===== config.mk =====
export PLATFORM = sky130hd
export DESIGN_NAME = flash_prot_host
export DESIGN_NICKNAME = d
export VERILOG_FILES = /design/src/design/flash_prot_pkg.sv /design/src/design/flash_prot_host.sv
export VERILOG_INCLUDE_DIRS = /design/src /design/src/design
export SDC_FILE = /design/constraint.sdc
export NUM_CORES = 1
export LEC_CHECK = 0
export ABC_CLOCK_PERIOD_IN_PS = 5380
export BUFFER_PORTS_ARGS = -buffer_cell sky130_fd_sc_hd__buf_4
export CAP_MARGIN = 20
export CORE_ASPECT_RATIO = 1.75
export CORE_UTILIZATION = 60
export DETAILED_ROUTE_END_ITERATION = 16
export GPL_TIMING_DRIVEN = 0
export PLACE_DENSITY = 0.85
export SLEW_MARGIN = 10
export SYNTH_ARGS = -nofsm -noshare
export SYNTH_HDL_FRONTEND = slang
export SYNTH_SLANG_ARGS = --single-unit

===== constraint.sdc =====
create_clock -name mclk -period 5.38 [get_ports mclk]
set_input_delay 0.538 -clock mclk [delete_from_list [all_inputs] [get_ports mclk]]
set_output_delay 0.538 -clock mclk [all_outputs]
set_load 0.01 [all_outputs]

===== src/design/flash_prot_consts.svh =====
// Constants for the flash protection host controller
`ifndef FLASH_PROT_CONSTS_SVH
`define FLASH_PROT_CONSTS_SVH
`define ADDR_W          21
`define SECTOR_LSB      16
`define SECTOR_MSB      20
`define GROUP_LSB       18
`define GROUP_MSB       20
`define ID_A0           0
`define ID_A1           1
`define ID_A6           6
`define CMD_ADDR_A      21'h000555
`define CMD_ADDR_B      21'h0002AA
`define CMD_DATA_A      8'hAA
`define CMD_DATA_B      8'h55
`define CMD_AUTOSEL     8'h90
`define CMD_PROGRAM     8'hA0
`define CMD_ERASE       8'h80
`define CMD_SECT_ERASE  8'h30
`define CMD_RESET       8'hF0
`define PROT_BIT        0
`define PHASE_CYCLES    4'h3
`define SETUP_CYCLES    4'h1
`endif


===== src/design/flash_prot_pkg.sv =====
// Types for the flash protection host controller
package flash_prot_pkg;
    typedef enum logic [3:0] {
        OP_READ     = 4'h0,
        OP_PROGRAM  = 4'h1,
        OP_ERASE    = 4'h2,
        OP_ID_HV    = 4'h3,
        OP_ID_CMD   = 4'h4,
        OP_PROT_HV  = 4'h5,
        OP_PROT_CMD = 4'h6,
        OP_TEMP_ON  = 4'h7,
        OP_TEMP_OFF = 4'h8,
        OP_HW_RESET = 4'h9
    } op_e;
    typedef enum logic [6:0] {
        ST_IDLE   = 7'h01,
        ST_SETUP  = 7'h02,
        ST_WRITE  = 7'h04,
        ST_HOLD   = 7'h08,
        ST_READ   = 7'h10,
        ST_RESET  = 7'h20,
        ST_DONE   = 7'h40
    } state_e;
endpackage : flash_prot_pkg


===== src/design/flash_prot_host.sv =====
// Host controller driving a byte-wide NOR flash through its pins
//
// Overview of operation
// - High-voltage ID: A9 high, A6/A1 low
// - Protect readout: group on top, A1 high
// - Reset pin high voltage unprotects temporarily
// - Write: CE and WE low, OE high
// - Unlock cycles precede program and erase
`timescale 1ns/100ps
`include "flash_prot_consts.svh"
module flash_prot_host #(
    parameter int ADDR_W = `ADDR_W
) (
    // Clock and reset
    input  wire logic                   mclk,
    input  wire logic                   rst,
    // Request port
    input  wire logic                   req,
    input  wire flash_prot_pkg::op_e    req_op,
    input  wire logic [ADDR_W-1:0]      req_addr,
    input  wire logic [7:0]             req_data,
    output logic                        busy,
    output logic                        done,
    output logic [7:0]                  rdata,
    output logic [4:0]                  sector_index,
    output logic [2:0]                  protect_group_index,
    // Device status
    input  wire logic                   lockout_threshold,
    // Flash pins
    output logic [ADDR_W-1:0]           fa,
    output logic [7:0]                  dq_out,
    output logic                        dq_oe,
    input  wire logic [7:0]             dq_in,
    output logic                        ce_n,
    output logic                        oe_n,
    output logic                        we_n,
    output logic                        reset_n,
    output logic                        reset_hv,
    output logic                        id_high_voltage
);
    import flash_prot_pkg::*;

    // Refuse any other address width at elaboration
    if (ADDR_W != `ADDR_W) begin : g_bad_width
        $error("ADDR_W must be 21");
    end

    state_e          state;
    op_e             op;
    logic [ADDR_W-1:0] addr;
    logic [7:0]      data;
    logic [2:0]      step;
    logic [2:0]      nsteps;
    logic [3:0]      cnt;
    logic [7:0]      dq_s1;
    logic [7:0]      dq_s2;
    logic            lko_s1;
    logic            lko_s2;

    // Input synchronisers
    always_ff @(posedge mclk or posedge rst) begin
        if (rst) begin
            dq_s1  <= 8'h00;
            dq_s2  <= 8'h00;
            lko_s1 <= 1'b1;
            lko_s2 <= 1'b1;
        end else begin
            dq_s1  <= dq_in;
            dq_s2  <= dq_s1;
            lko_s1 <= lockout_threshold;
            lko_s2 <= lko_s1;
        end
    end

    // Number of write cycles per operation
    function automatic logic [2:0] write_count(input op_e o);
        case (o)
            OP_PROGRAM:  write_count = 3'h4;
            OP_ERASE:    write_count = 3'h6;
            OP_ID_CMD:   write_count = 3'h3;
            OP_PROT_CMD: write_count = 3'h3;
            OP_READ:     write_count = 3'h1;  // Leaves autoselect first
            default:     write_count = 3'h0;
        endcase
    endfunction

    // Address and data of each write cycle
    function automatic logic [ADDR_W+7:0] write_word(input op_e o, input logic [2:0] s,
                                                     input logic [ADDR_W-1:0] a,
                                                     input logic [7:0] d);
        logic [7:0] c;
        c = `CMD_AUTOSEL;
        if (o == OP_READ) begin
            write_word = {`CMD_ADDR_A, `CMD_RESET};
        end else begin
            case (s)
                3'h0:    write_word = {`CMD_ADDR_A, `CMD_DATA_A};
                3'h1:    write_word = {`CMD_ADDR_B, `CMD_DATA_B};
                3'h2: begin
                    if (o == OP_PROGRAM) c = `CMD_PROGRAM;
                    else if (o == OP_ERASE) c = `CMD_ERASE;
                    write_word = {`CMD_ADDR_A, c};
                end
                3'h3: begin
                    if (o == OP_PROGRAM) write_word = {a, d};
                    else write_word = {`CMD_ADDR_A, `CMD_DATA_A};
                end
                3'h4:    write_word = {`CMD_ADDR_B, `CMD_DATA_B};
                default: write_word = {a, `CMD_SECT_ERASE};
            endcase
        end
    endfunction

    // Read address for identification and protect readout
    function automatic logic [ADDR_W-1:0] id_addr(input op_e o, input logic [ADDR_W-1:0] a);
        logic [ADDR_W-1:0] r;
        r = '0;
        r[`ID_A0] = a[`ID_A0];
        if (o == OP_PROT_HV || o == OP_PROT_CMD) begin
            r[`GROUP_MSB:`GROUP_LSB] = a[`GROUP_MSB:`GROUP_LSB];
            r[`ID_A1] = 1'b1;
            r[`ID_A0] = 1'b0;
        end
        r[`ID_A6] = 1'b0;
        id_addr = r;
    endfunction

    // Sequencer
    always_ff @(posedge mclk or posedge rst) begin
        if (rst) begin
            state <= ST_IDLE;
            op    <= OP_READ;
            addr  <= '0;
            data  <= 8'h00;
            step  <= 3'h0;
            nsteps <= 3'h0;
            cnt   <= 4'h0;
        end else begin
            case (state)
                ST_IDLE: begin
                    if (req) begin
                        op     <= req_op;
                        addr   <= req_addr;
                        data   <= req_data;
                        step   <= 3'h0;
                        nsteps <= write_count(req_op);
                        cnt    <= `SETUP_CYCLES;
                        if (req_op == OP_HW_RESET) state <= ST_RESET;
                        else if (req_op == OP_TEMP_ON || req_op == OP_TEMP_OFF)
                            state <= ST_DONE;
                        else if (write_count(req_op) != 3'h0 && lko_s2)
                            state <= ST_DONE;
                        else state <= ST_SETUP;
                    end
                end
                ST_SETUP: begin
                    if (cnt != 4'h0) cnt <= cnt - 4'h1;
                    else begin
                        cnt   <= `PHASE_CYCLES;
                        state <= (step < nsteps) ? ST_WRITE : ST_READ;
                    end
                end
                ST_WRITE: begin
                    if (cnt != 4'h0) cnt <= cnt - 4'h1;
                    else begin
                        cnt   <= `SETUP_CYCLES;
                        state <= ST_HOLD;
                    end
                end
                ST_HOLD: begin
                    if (cnt != 4'h0) cnt <= cnt - 4'h1;
                    else begin
                        step <= step + 3'h1;
                        cnt  <= `SETUP_CYCLES;
                        // Read ops still need their read phase after the writes
                        if (step + 3'h1 < nsteps || op == OP_READ || op == OP_ID_CMD
                                || op == OP_PROT_CMD)
                            state <= ST_SETUP;
                        else state <= ST_DONE;
                    end
                end
                ST_READ: begin
                    if (cnt != 4'h0) cnt <= cnt - 4'h1;
                    else state <= ST_DONE;
                end
                ST_RESET: begin
                    if (cnt != 4'h0) cnt <= cnt - 4'h1;
                    else begin
                        cnt   <= `PHASE_CYCLES;
                        state <= (cnt == 4'h0 && reset_n == 1'b0) ? ST_DONE : ST_RESET;
                    end
                end
                ST_DONE:  state <= ST_IDLE;
                default:  state <= ST_IDLE;
            endcase
        end
    end

    // Pin drive
    always_ff @(posedge mclk or posedge rst) begin
        if (rst) begin
            fa      <= '0;
            dq_out  <= 8'h00;
            dq_oe   <= 1'b0;
            ce_n    <= 1'b1;
            oe_n    <= 1'b1;
            we_n    <= 1'b1;
            reset_n <= 1'b1;
            id_high_voltage <= 1'b0;
        end else begin
            ce_n    <= 1'b1;
            we_n    <= 1'b1;
            oe_n    <= 1'b1;
            dq_oe   <= 1'b0;
            reset_n <= state != ST_RESET;
            id_high_voltage <= 1'b0;
            if (state == ST_SETUP || state == ST_WRITE || state == ST_HOLD) begin
                if (step < nsteps) begin
                    {fa, dq_out} <= write_word(op, step, addr, data);
                    ce_n  <= 1'b0;
                    oe_n  <= 1'b1;
                    we_n  <= state != ST_WRITE;
                    dq_oe <= 1'b1;
                end else begin
                    fa   <= (op == OP_READ || op == OP_PROGRAM || op == OP_ERASE)
                            ? addr : id_addr(op, addr);
                    ce_n <= 1'b0;
                end
            end
            if (state == ST_READ) begin
                ce_n <= 1'b0;
                oe_n <= 1'b0;
                fa   <= (op == OP_READ) ? addr : id_addr(op, addr);
                id_high_voltage <= op == OP_ID_HV || op == OP_PROT_HV;
            end
        end
    end

    // Temporary unprotect level
    always_ff @(posedge mclk or posedge rst) begin
        if (rst) reset_hv <= 1'b0;
        else if (state == ST_IDLE && req && req_op == OP_TEMP_ON) reset_hv <= 1'b1;
        else if (state == ST_IDLE && req && req_op == OP_TEMP_OFF) reset_hv <= 1'b0;
    end

    // Answer to the requester
    always_ff @(posedge mclk or posedge rst) begin
        if (rst) begin
            busy  <= 1'b0;
            done  <= 1'b0;
            rdata <= 8'h00;
            sector_index        <= 5'h00;
            protect_group_index <= 3'h0;
        end else begin
            busy <= state != ST_IDLE && state != ST_DONE || (state == ST_IDLE && req);
            done <= state == ST_DONE;
            if (state == ST_READ && cnt == 4'h0) begin
                if (op == OP_PROT_HV || op == OP_PROT_CMD)
                    rdata <= {7'h00, dq_s2[`PROT_BIT]};
                else rdata <= dq_s2;
            end
            if (state == ST_IDLE && req) begin
                sector_index        <= req_addr[`SECTOR_MSB:`SECTOR_LSB];
                protect_group_index <= req_addr[`GROUP_MSB:`GROUP_LSB];
            end
        end
    end
endmodule : flash_prot_host


==> summary.txt, run 1 <==
Critical path
  • CP Class: flip-flop to flip-flop
  • Critical-path cell list: clkbuf_1, inv_1, ha_1, nor3_1, o22ai_1, nor3_1, a211oi_1
  • FF-to-FF Start: step[2]$_DFFE_PP0P_
  • Worst EP required: 5.64 ns
  • Critical Path Start: step[2]$_DFFE_PP0P_
  • Max incr delay on CP: 0.53 ns
  • Slowest CP cell: nor3_1
  • Critical Path Sink Type: flip-flop
  • CP delay by family, top: simple AND/OR/NAND/NOR gates
  • Critical Path AT: 2.93 ns
  • Critical Path Source Type: flip-flop
  • Crit-path most repeated cell: nor3_1
  • CP Max Fanout: 9
  • Buf+Inv Stages, Crit Path: 2

Clock tree
  • TritonCTS clock tree: built
  • # H-tree levels: 4
  • Max Buffers Root-to-Sink: 2
  • CTS Buf Count: 17
  • Hold buffers post-CTS: 0
  • Clk sink count: 114
  • CTS clk-pin slew, worst paths: 0.05 ns
  • Post-cts resize count: 0
  • Root Buffer: clkbuf_16
  • Clock Latency Late Sink: 0.42 ns
  • Post-CTS setup buffers: 0

Drt
  • Antenna viol nets, final: 0
  • DR pass1 iterations: 5
  • Initial DRC count: 327
  • DRC Markers: 0
  • Vias per cell: 5.92
  • Via count: 4817
  • Avg WL per Cell: 17.5 um
  • Total Routed Length: 14.2 mm

Logic synthesis
  • Mapped cell area: 5430 um2
  • Post-synth top area cell: dfrtp_1
  • Syn_nets: 624
  • Synth Flop Type: dfrtp_1
  • EDFF count, synth: 0
  • Share of the synthesized area in the top cell type: 49.3%
  • Number of distinct library cells after synthesis: 68
  • Cells after synthesis: 568
  • Yosys warnings: 0
  • Post-synthesis sequential area ratio: 52.7%
  • Mean Syn Cell Area: 9.56 um2
  • Asr flop ratio synth: 100%
  • Ranking of synthesized cells by area: dfrtp_1 49%, nand2_1 10%, dfstp_2 3.4%
  • #FFs+latches synth: 114

Placement
  • Port bufs: 95
  • Post-place setup slack: 2.90 ns
  • Dpl cell area: 6320 um2
  • GP Congestion: 0.954
  • Half-perimeter wire length after placement: 10.1 mm

STA
  • Worst-Margin Slew: 0.742 ns
  • Fin crit share: 49.6%
  • RSZ-0062 raised after global routing: no
  • Worst setup margin: 2.71 ns
  • Slew Limit Fails: 0
  • Setup TNS: 0 ns
  • Max transition margin: 50.2%
  • Skew final: 0.00593 ns
  • Setup violations, final: 0
  • Fin. Hold Viols: 0
  • Min cycle time layout: 2.67 ns
  • WHS: 0.158 ns
  • Achievable Freq: 375 MHz

Floorplan
  • Die Span Y: 128 um
  • Starting Density: 62.2%
  • Width of the chip: 73.9 um
  • Die Footprint: 9450 um2
  • Num ports: 99
  • Row count: 45
  • Core footprint: 8730 um2

Final layout
  • # nets final: 739
  • Final core utilization: 79.3%
  • Layout cell share with drive strength beyond 1: 25.7%
  • FF+latch area: 2860 um2
  • Synth-to-layout area growth: 27.5%
  • Fill cells: 532
  • Design Area, Final: 6920 um2
  • Ant. Diodes: 0
  • Area occupied by multi-input gates: 2300 um2

GRT
  • Largest net degree at the start of global routing: 64
  • Overflow after GRT: 0
  • Number of global-route vias before repair: 4993
  • Global-route wire length before repair: 23.1 mm
  • Total global-route track usage: 33.0%
  • Initial antenna violation count: 0

Run status
  • Status: completed

Pwr
  • VDD IR max: 0.449 mV
  • Leakage: 3.39 nW
  • P per Cell Area: 570 nW/um2

Min path
  • Hold crit path type: primary input to asynchronous set/reset pin

Run
  • Max_cap viols: 0
flip-flops by register name, summed over array words and instances (netlist names):
signal / flops
addr: 21
fa: 21
data: 8
dq_out: 8
dq_s1: 8
dq_s2: 8
rdata: 8
state: 7
cnt: 4
op: 4
nsteps: 3
step: 3
busy: 1
ce_n: 1
done: 1
dq_oe: 1
id_high_voltage: 1
lko_s1: 1
lko_s2: 1
oe_n: 1
reset_hv: 1
reset_n: 1
we_n: 1
cells by family (layout without fill, tap and decap cells):
family | count (synthesis) | count (layout) | synth area share (%)
compound gates | 125 | 125 | 15.8
xor+xnor | 6 | 6 | 0.968
fa+ha+maj | 11 | 11 | 2.53
buf+inv | 55 | 183 | 5.02
flops | 114 | 114 | 52.7
mux | 7 | 7 | 1.31
simple gates | 250 | 250 | 21.6
Yosys cell counts, types with 9 or more instances:
library cell / n
nand3_1: 16
nor2_1: 22
nand2_1: 147
a21oi_1: 13
buf_2: 14
a211oi_1: 11
clkbuf_1: 12
buf_4: 9
ha_1: 11
o21ai_0: 34
nor2b_1: 9
nor3_1: 11
inv_1: 16
dfrtp_1: 107
power breakdown:
part	internal, W	switching [W]	total, W
registers	0.00114	0.000197	0.00133
logic	0.000613	0.000879	0.00149
clock network	0.000718	0.000399	0.00112
worst register-to-register path: stages, from the launching register on:
cell and delay (ns):
dfrtp_1 0.35, clkbuf_1 0.31, inv_1 0.12, ha_1 0.32, nor3_1 0.47, o22ai_1 0.22
nor3_1 0.53, a211oi_1 0.19
placed cells by master, fill, tap and decap left out, drive strengths merged, types with 7 or more instances in the layout:
cell,synthesis,final
nand2,147,147
buf,25,121
dfrtp,107,107
o21ai,39,39
clkbuf,12,33
nor2,23,23
inv,18,18
nand3,16,16
nor3,15,15
a21oi,13,13
a211oi,12,12
ha,11,11
nor2b,9,9
a22oi,8,8
o22ai,8,8
dfstp,7,7
through the flow:
| stage | total power [W] | instances |
|---|---|---|
| after global routing | 0.00416 | 813 |
| after CTS | 0.00393 | 813 |
| after detailed placement | 0.00280 | 781 |
| after global placement | 0.00274 | 780 |
| after floorplan | 0.00225 | 568 |
| final | 0.00394 | 813 |
final timing paths:
check,to,cells past startpoint,slack (ns)
max in group asynchronous,lko_s1$_DFF_PP1_,3,4.50
worst min-delay path,fa[5]$_DFFE_PP0N_,2,0.16
min in group mclk,dq_s1[1]$_DFF_PP0_,1,0.22
worst max register to register,fa[3]$_DFFE_PP0N_,7,2.71
worst max-delay path,fa[3]$_DFFE_PP0N_,7,2.71
worst min register to register,lko_s2$_DFF_PP1_,0,0.35
cell type report:
class | count | share of cell area, %
clock buffers | 21 | 6.80
inverters | 18 | 1.05
plain buffers | 37 | 2.96
flip-flops and latches | 114 | 41.3
repair buffers | 96 | 10.7
clock inverters | 11 | 1.88
multi-input cells | 399 | 33.2
well taps | 117 | 2.11
layer usage:
layer / vias to the layer above / part of all wire, % / wire length [um] / GRT usage [%]
met1: 2344 / 35 / 4930 / 33.9
met5: - / 0 / 0 / 0
met4: 0 / 4.5 / 644 / 20.6
li1: 2201 / - / - / -
met2: 206 / 55 / 7780 / 57.5
met3: 66 / 6.0 / 848 / 8.49
(Power assumes the default switching activity.)
==> run 2, diff against run 1 <==
- ABC_CLOCK_PERIOD_IN_PS: 5380 -> 2400
- CORE_UTILIZATION: 60 -> 50
- PLACE_DENSITY: 0.85 -> 0.76
- clock period: 5.38 -> 2.4 ns (I/O delays scaled with it)
==> summary.txt, run 2 (synthesis results as in run 1) <==
Drt
  • Antenna viol nets, final: 0 (unchanged)
  • Initial DRC count: 336 (+2.8%)
  • DR pass1 iterations: 6 (+1)
  • Total Routed Length: 14.4 mm (+1.4%)
  • Via count: 4724 (-1.9%)
  • Vias per cell: 5.65 (-4.6%)
  • Avg WL per Cell: 17.2 um (-1.4%)
  • DRC Markers: 0 (unchanged)

Final layout
  • Final core utilization: 67.1% (-12 points)
  • Biggest regs: addr: 21 flops, fa: 21 flops
  • Synth-to-layout area growth: 31.4%
  • Layout cell share with drive strength beyond 1: 27.2% (+1.5 points)
  • Most frequent cells in the layout: 147 x nand2_1, 107 x dfrtp_1, 104 x buf_4
  • Fill cells: 827 (+55%)
  • # nets final: 749 (+1.4%)
  • Most common cell after layout, fill and taps aside: nand2_1
  • Ant. Diodes: 0 (unchanged)

STA
  • Fin crit share: 94.0% (+44 points)
  • Achievable Freq: 443 MHz (+18%)
  • RSZ-0062 raised after global routing: no
  • Skew final: 0.00755 ns (+0.00162 ns)
  • Slew Limit Fails: 0 (unchanged)
  • Max transition margin: 45.0% (-5.3 points)
  • Fin. Hold Viols: 23 (+23)
  • Worst-Margin Slew: 0.824 ns (+0.0820 ns)
  • Min cycle time layout: 2.26 ns (-0.411 ns)
  • WHS: -0.0263 ns (-0.185 ns)
  • Setup violations, final: 0 (unchanged)
  • Worst setup margin: 0.143 ns (-2.57 ns)

Floorplan
  • Row count: 50 (+11%)
  • Core footprint: 10600 um2 (+22%)
  • Width of the chip: 80.8 um (+9.3%)
  • Die Footprint: 11300 um2 (+20%)
  • Starting Density: 51.1% (-11 points)
  • Die Span Y: 140 um (+9.4%)
  • Num ports: 99 (unchanged)

GRT
  • Global-route wire length before repair: 23.3 mm (+0.71%)
  • Largest net degree at the start of global routing: 42 (-34%)
  • Total global-route track usage: 27.4% (-5.5 points)
  • Overflow after GRT: 0 (unchanged)
  • Initial antenna violation count: 0 (unchanged)
  • Number of global-route vias before repair: 4836 (-3.1%)

Critical path
  • Critical Path Sink Type: flip-flop
  • Critical-path cell list: inv_1, ha_1, a21oi_1, o21a_1, clkbuf_2, nand3_1, a21oi_1, o21ai_0
  • Buf+Inv Stages, Crit Path: 2 (unchanged)
  • Critical Path Source Type: flip-flop
  • Slowest CP cell: dfrtp_1
  • FF-to-FF setup slack: 0.14 ns (-2.57 ns)
  • CP Max Fanout: 10 (+1)
  • Critical Path AT: 2.53 ns (-0.40 ns)
  • CP delay by family, top: compound AO/OA/AOI/OAI gates
  • CP Class: flip-flop to flip-flop
  • Worst EP required: 2.68 ns (-2.96 ns)
  • Max incr delay on CP: 0.36 ns (-0.17 ns)
  • Crit-path most repeated cell: a21oi_1

Clock tree
  • CTS clk-pin slew, worst paths: 0.06 ns (about the same)
  • CTS Buf Count: 17 (unchanged)
  • Clk sink count: 114 (unchanged)
  • Root Buffer: clkbuf_16
  • Max Buffers Root-to-Sink: 2 (unchanged)
  • TritonCTS clock tree: built
  • Post-CTS setup buffers: 0 (unchanged)
  • # H-tree levels: 4 (unchanged)
  • Clock Latency Late Sink: 0.42 ns (about the same)

Pwr
  • Leakage: 3.48 nW (+2.6%)
  • Tot Pwr: 0.00913 W (+130%)
  • P per Cell Area: 1280 nW/um2 (+120%)
  • VDD IR max: 0.779 mV (+73%)

Placement
  • Post-place setup slack: -0.120 ns (-3.02 ns)
  • Half-perimeter wire length after placement: 10.1 mm (-0.38%)
  • Port bufs: 95 (unchanged)
  • GP Congestion: 0.918 (-3.8%)

Run status
  • Failing checks: negative hold slack
  • Status: finished, violations left

Min path
  • Hold crit path type: primary input to asynchronous set/reset pin

Run
  • Max_cap viols: 0 (unchanged)
[run 2: cell types whose count changed in the layout (fill, tap and decap cells not counted), sizes merged]
cell	delta
clkbuf	-4
clkinvlp	-1
clkinv	-5
dlygate4sd3	+9
buf	+1
inv	+8
bufinv	+2
[run 2: layer usage]
layer  track usage, %  routed length, um  share of wire, %  vias to the layer above
met5                0                  0                 0                        -
met1             28.7               5040                35                     2267
met2             48.2               7990                55                      186
met4             15.5                583               4.0                        0
li1                 -                  -                 -                     2221
met3             7.08                797               5.5                       50
[run 2: area by class of cell]
cell class	instances	area [um2]	area share, %
sequential	114	2860	40.1
timing repair buffer	106	843	11.8
buffer	37	208	2.91
inverter	18	71.3	0.999
clock buffer	17	425	5.96
multi-input combinational	399	2350	32.9
clock inverter	15	216	3.03
tap	130	163	2.28
[run 2: metrics by stage]
step	setup TNS (ns)	hold WS, ns	instance area, um2	cells
final	0	-0.0263	7140	836
after global routing	0	0.00543	7140	836
after CTS	0	0.00677	7090	836
after detailed placement	-1.00	0.335	6350	795
after global placement	-0.354	0.332	6310	793
after floorplan	0	0.244	5430	568
[run 2: timing repair]
item / CTS / global route
hold buffers: 9 / 0
gates resized for setup: 3 / 12
gates cloned: 0 / 0
pin swaps: 0 / 0
endpoints found under the setup margin: 14 / 38
endpoints found under the hold margin: 9 / 0
[run 2: where the power goes]
| part | leakage, nW | switching (W) | internal (W) | total, W |
|---|---|---|---|---|
| combinational | 1.73 | 0.00201 | 0.00141 | 0.00342 |
| clock | 0.309 | 0.000977 | 0.00177 | 0.00275 |
| sequential | 1.44 | 0.000424 | 0.00255 | 0.00297 |
| total | 3.48 | 0.00341 | 0.00572 | 0.00913 |
[run 2: worst paths after layout]
check / startpoint / to / depth (start not counted)
max in group asynchronous: rst / data[2]$_DFFE_PP0P_ / 4
max reg2reg: nsteps[2]$_DFFE_PP0P_ / fa[2]$_DFFE_PP0N_ / 8
max: nsteps[2]$_DFFE_PP0P_ / fa[2]$_DFFE_PP0N_ / 8
min: rst / rdata[6]$_DFFE_PP0P_ / 2
min in group mclk: req_addr[8] / addr[8]$_DFFE_PP0P_ / 3
min reg2reg: dq_s1[1]$_DFF_PP0_ / dq_s2[1]$_DFF_PP0_ / 0
[run 2: worst register-to-register path, delay by kind of cell (launching register included)]
family	cells	cell delay (ns)
AO/OA/AOI/OAI	4	1.04
flip-flops	1	0.36
buffers and inverters	2	0.35
adder cells (fa/ha/maj)	1	0.27
AND/OR/NAND/NOR	1	0.11
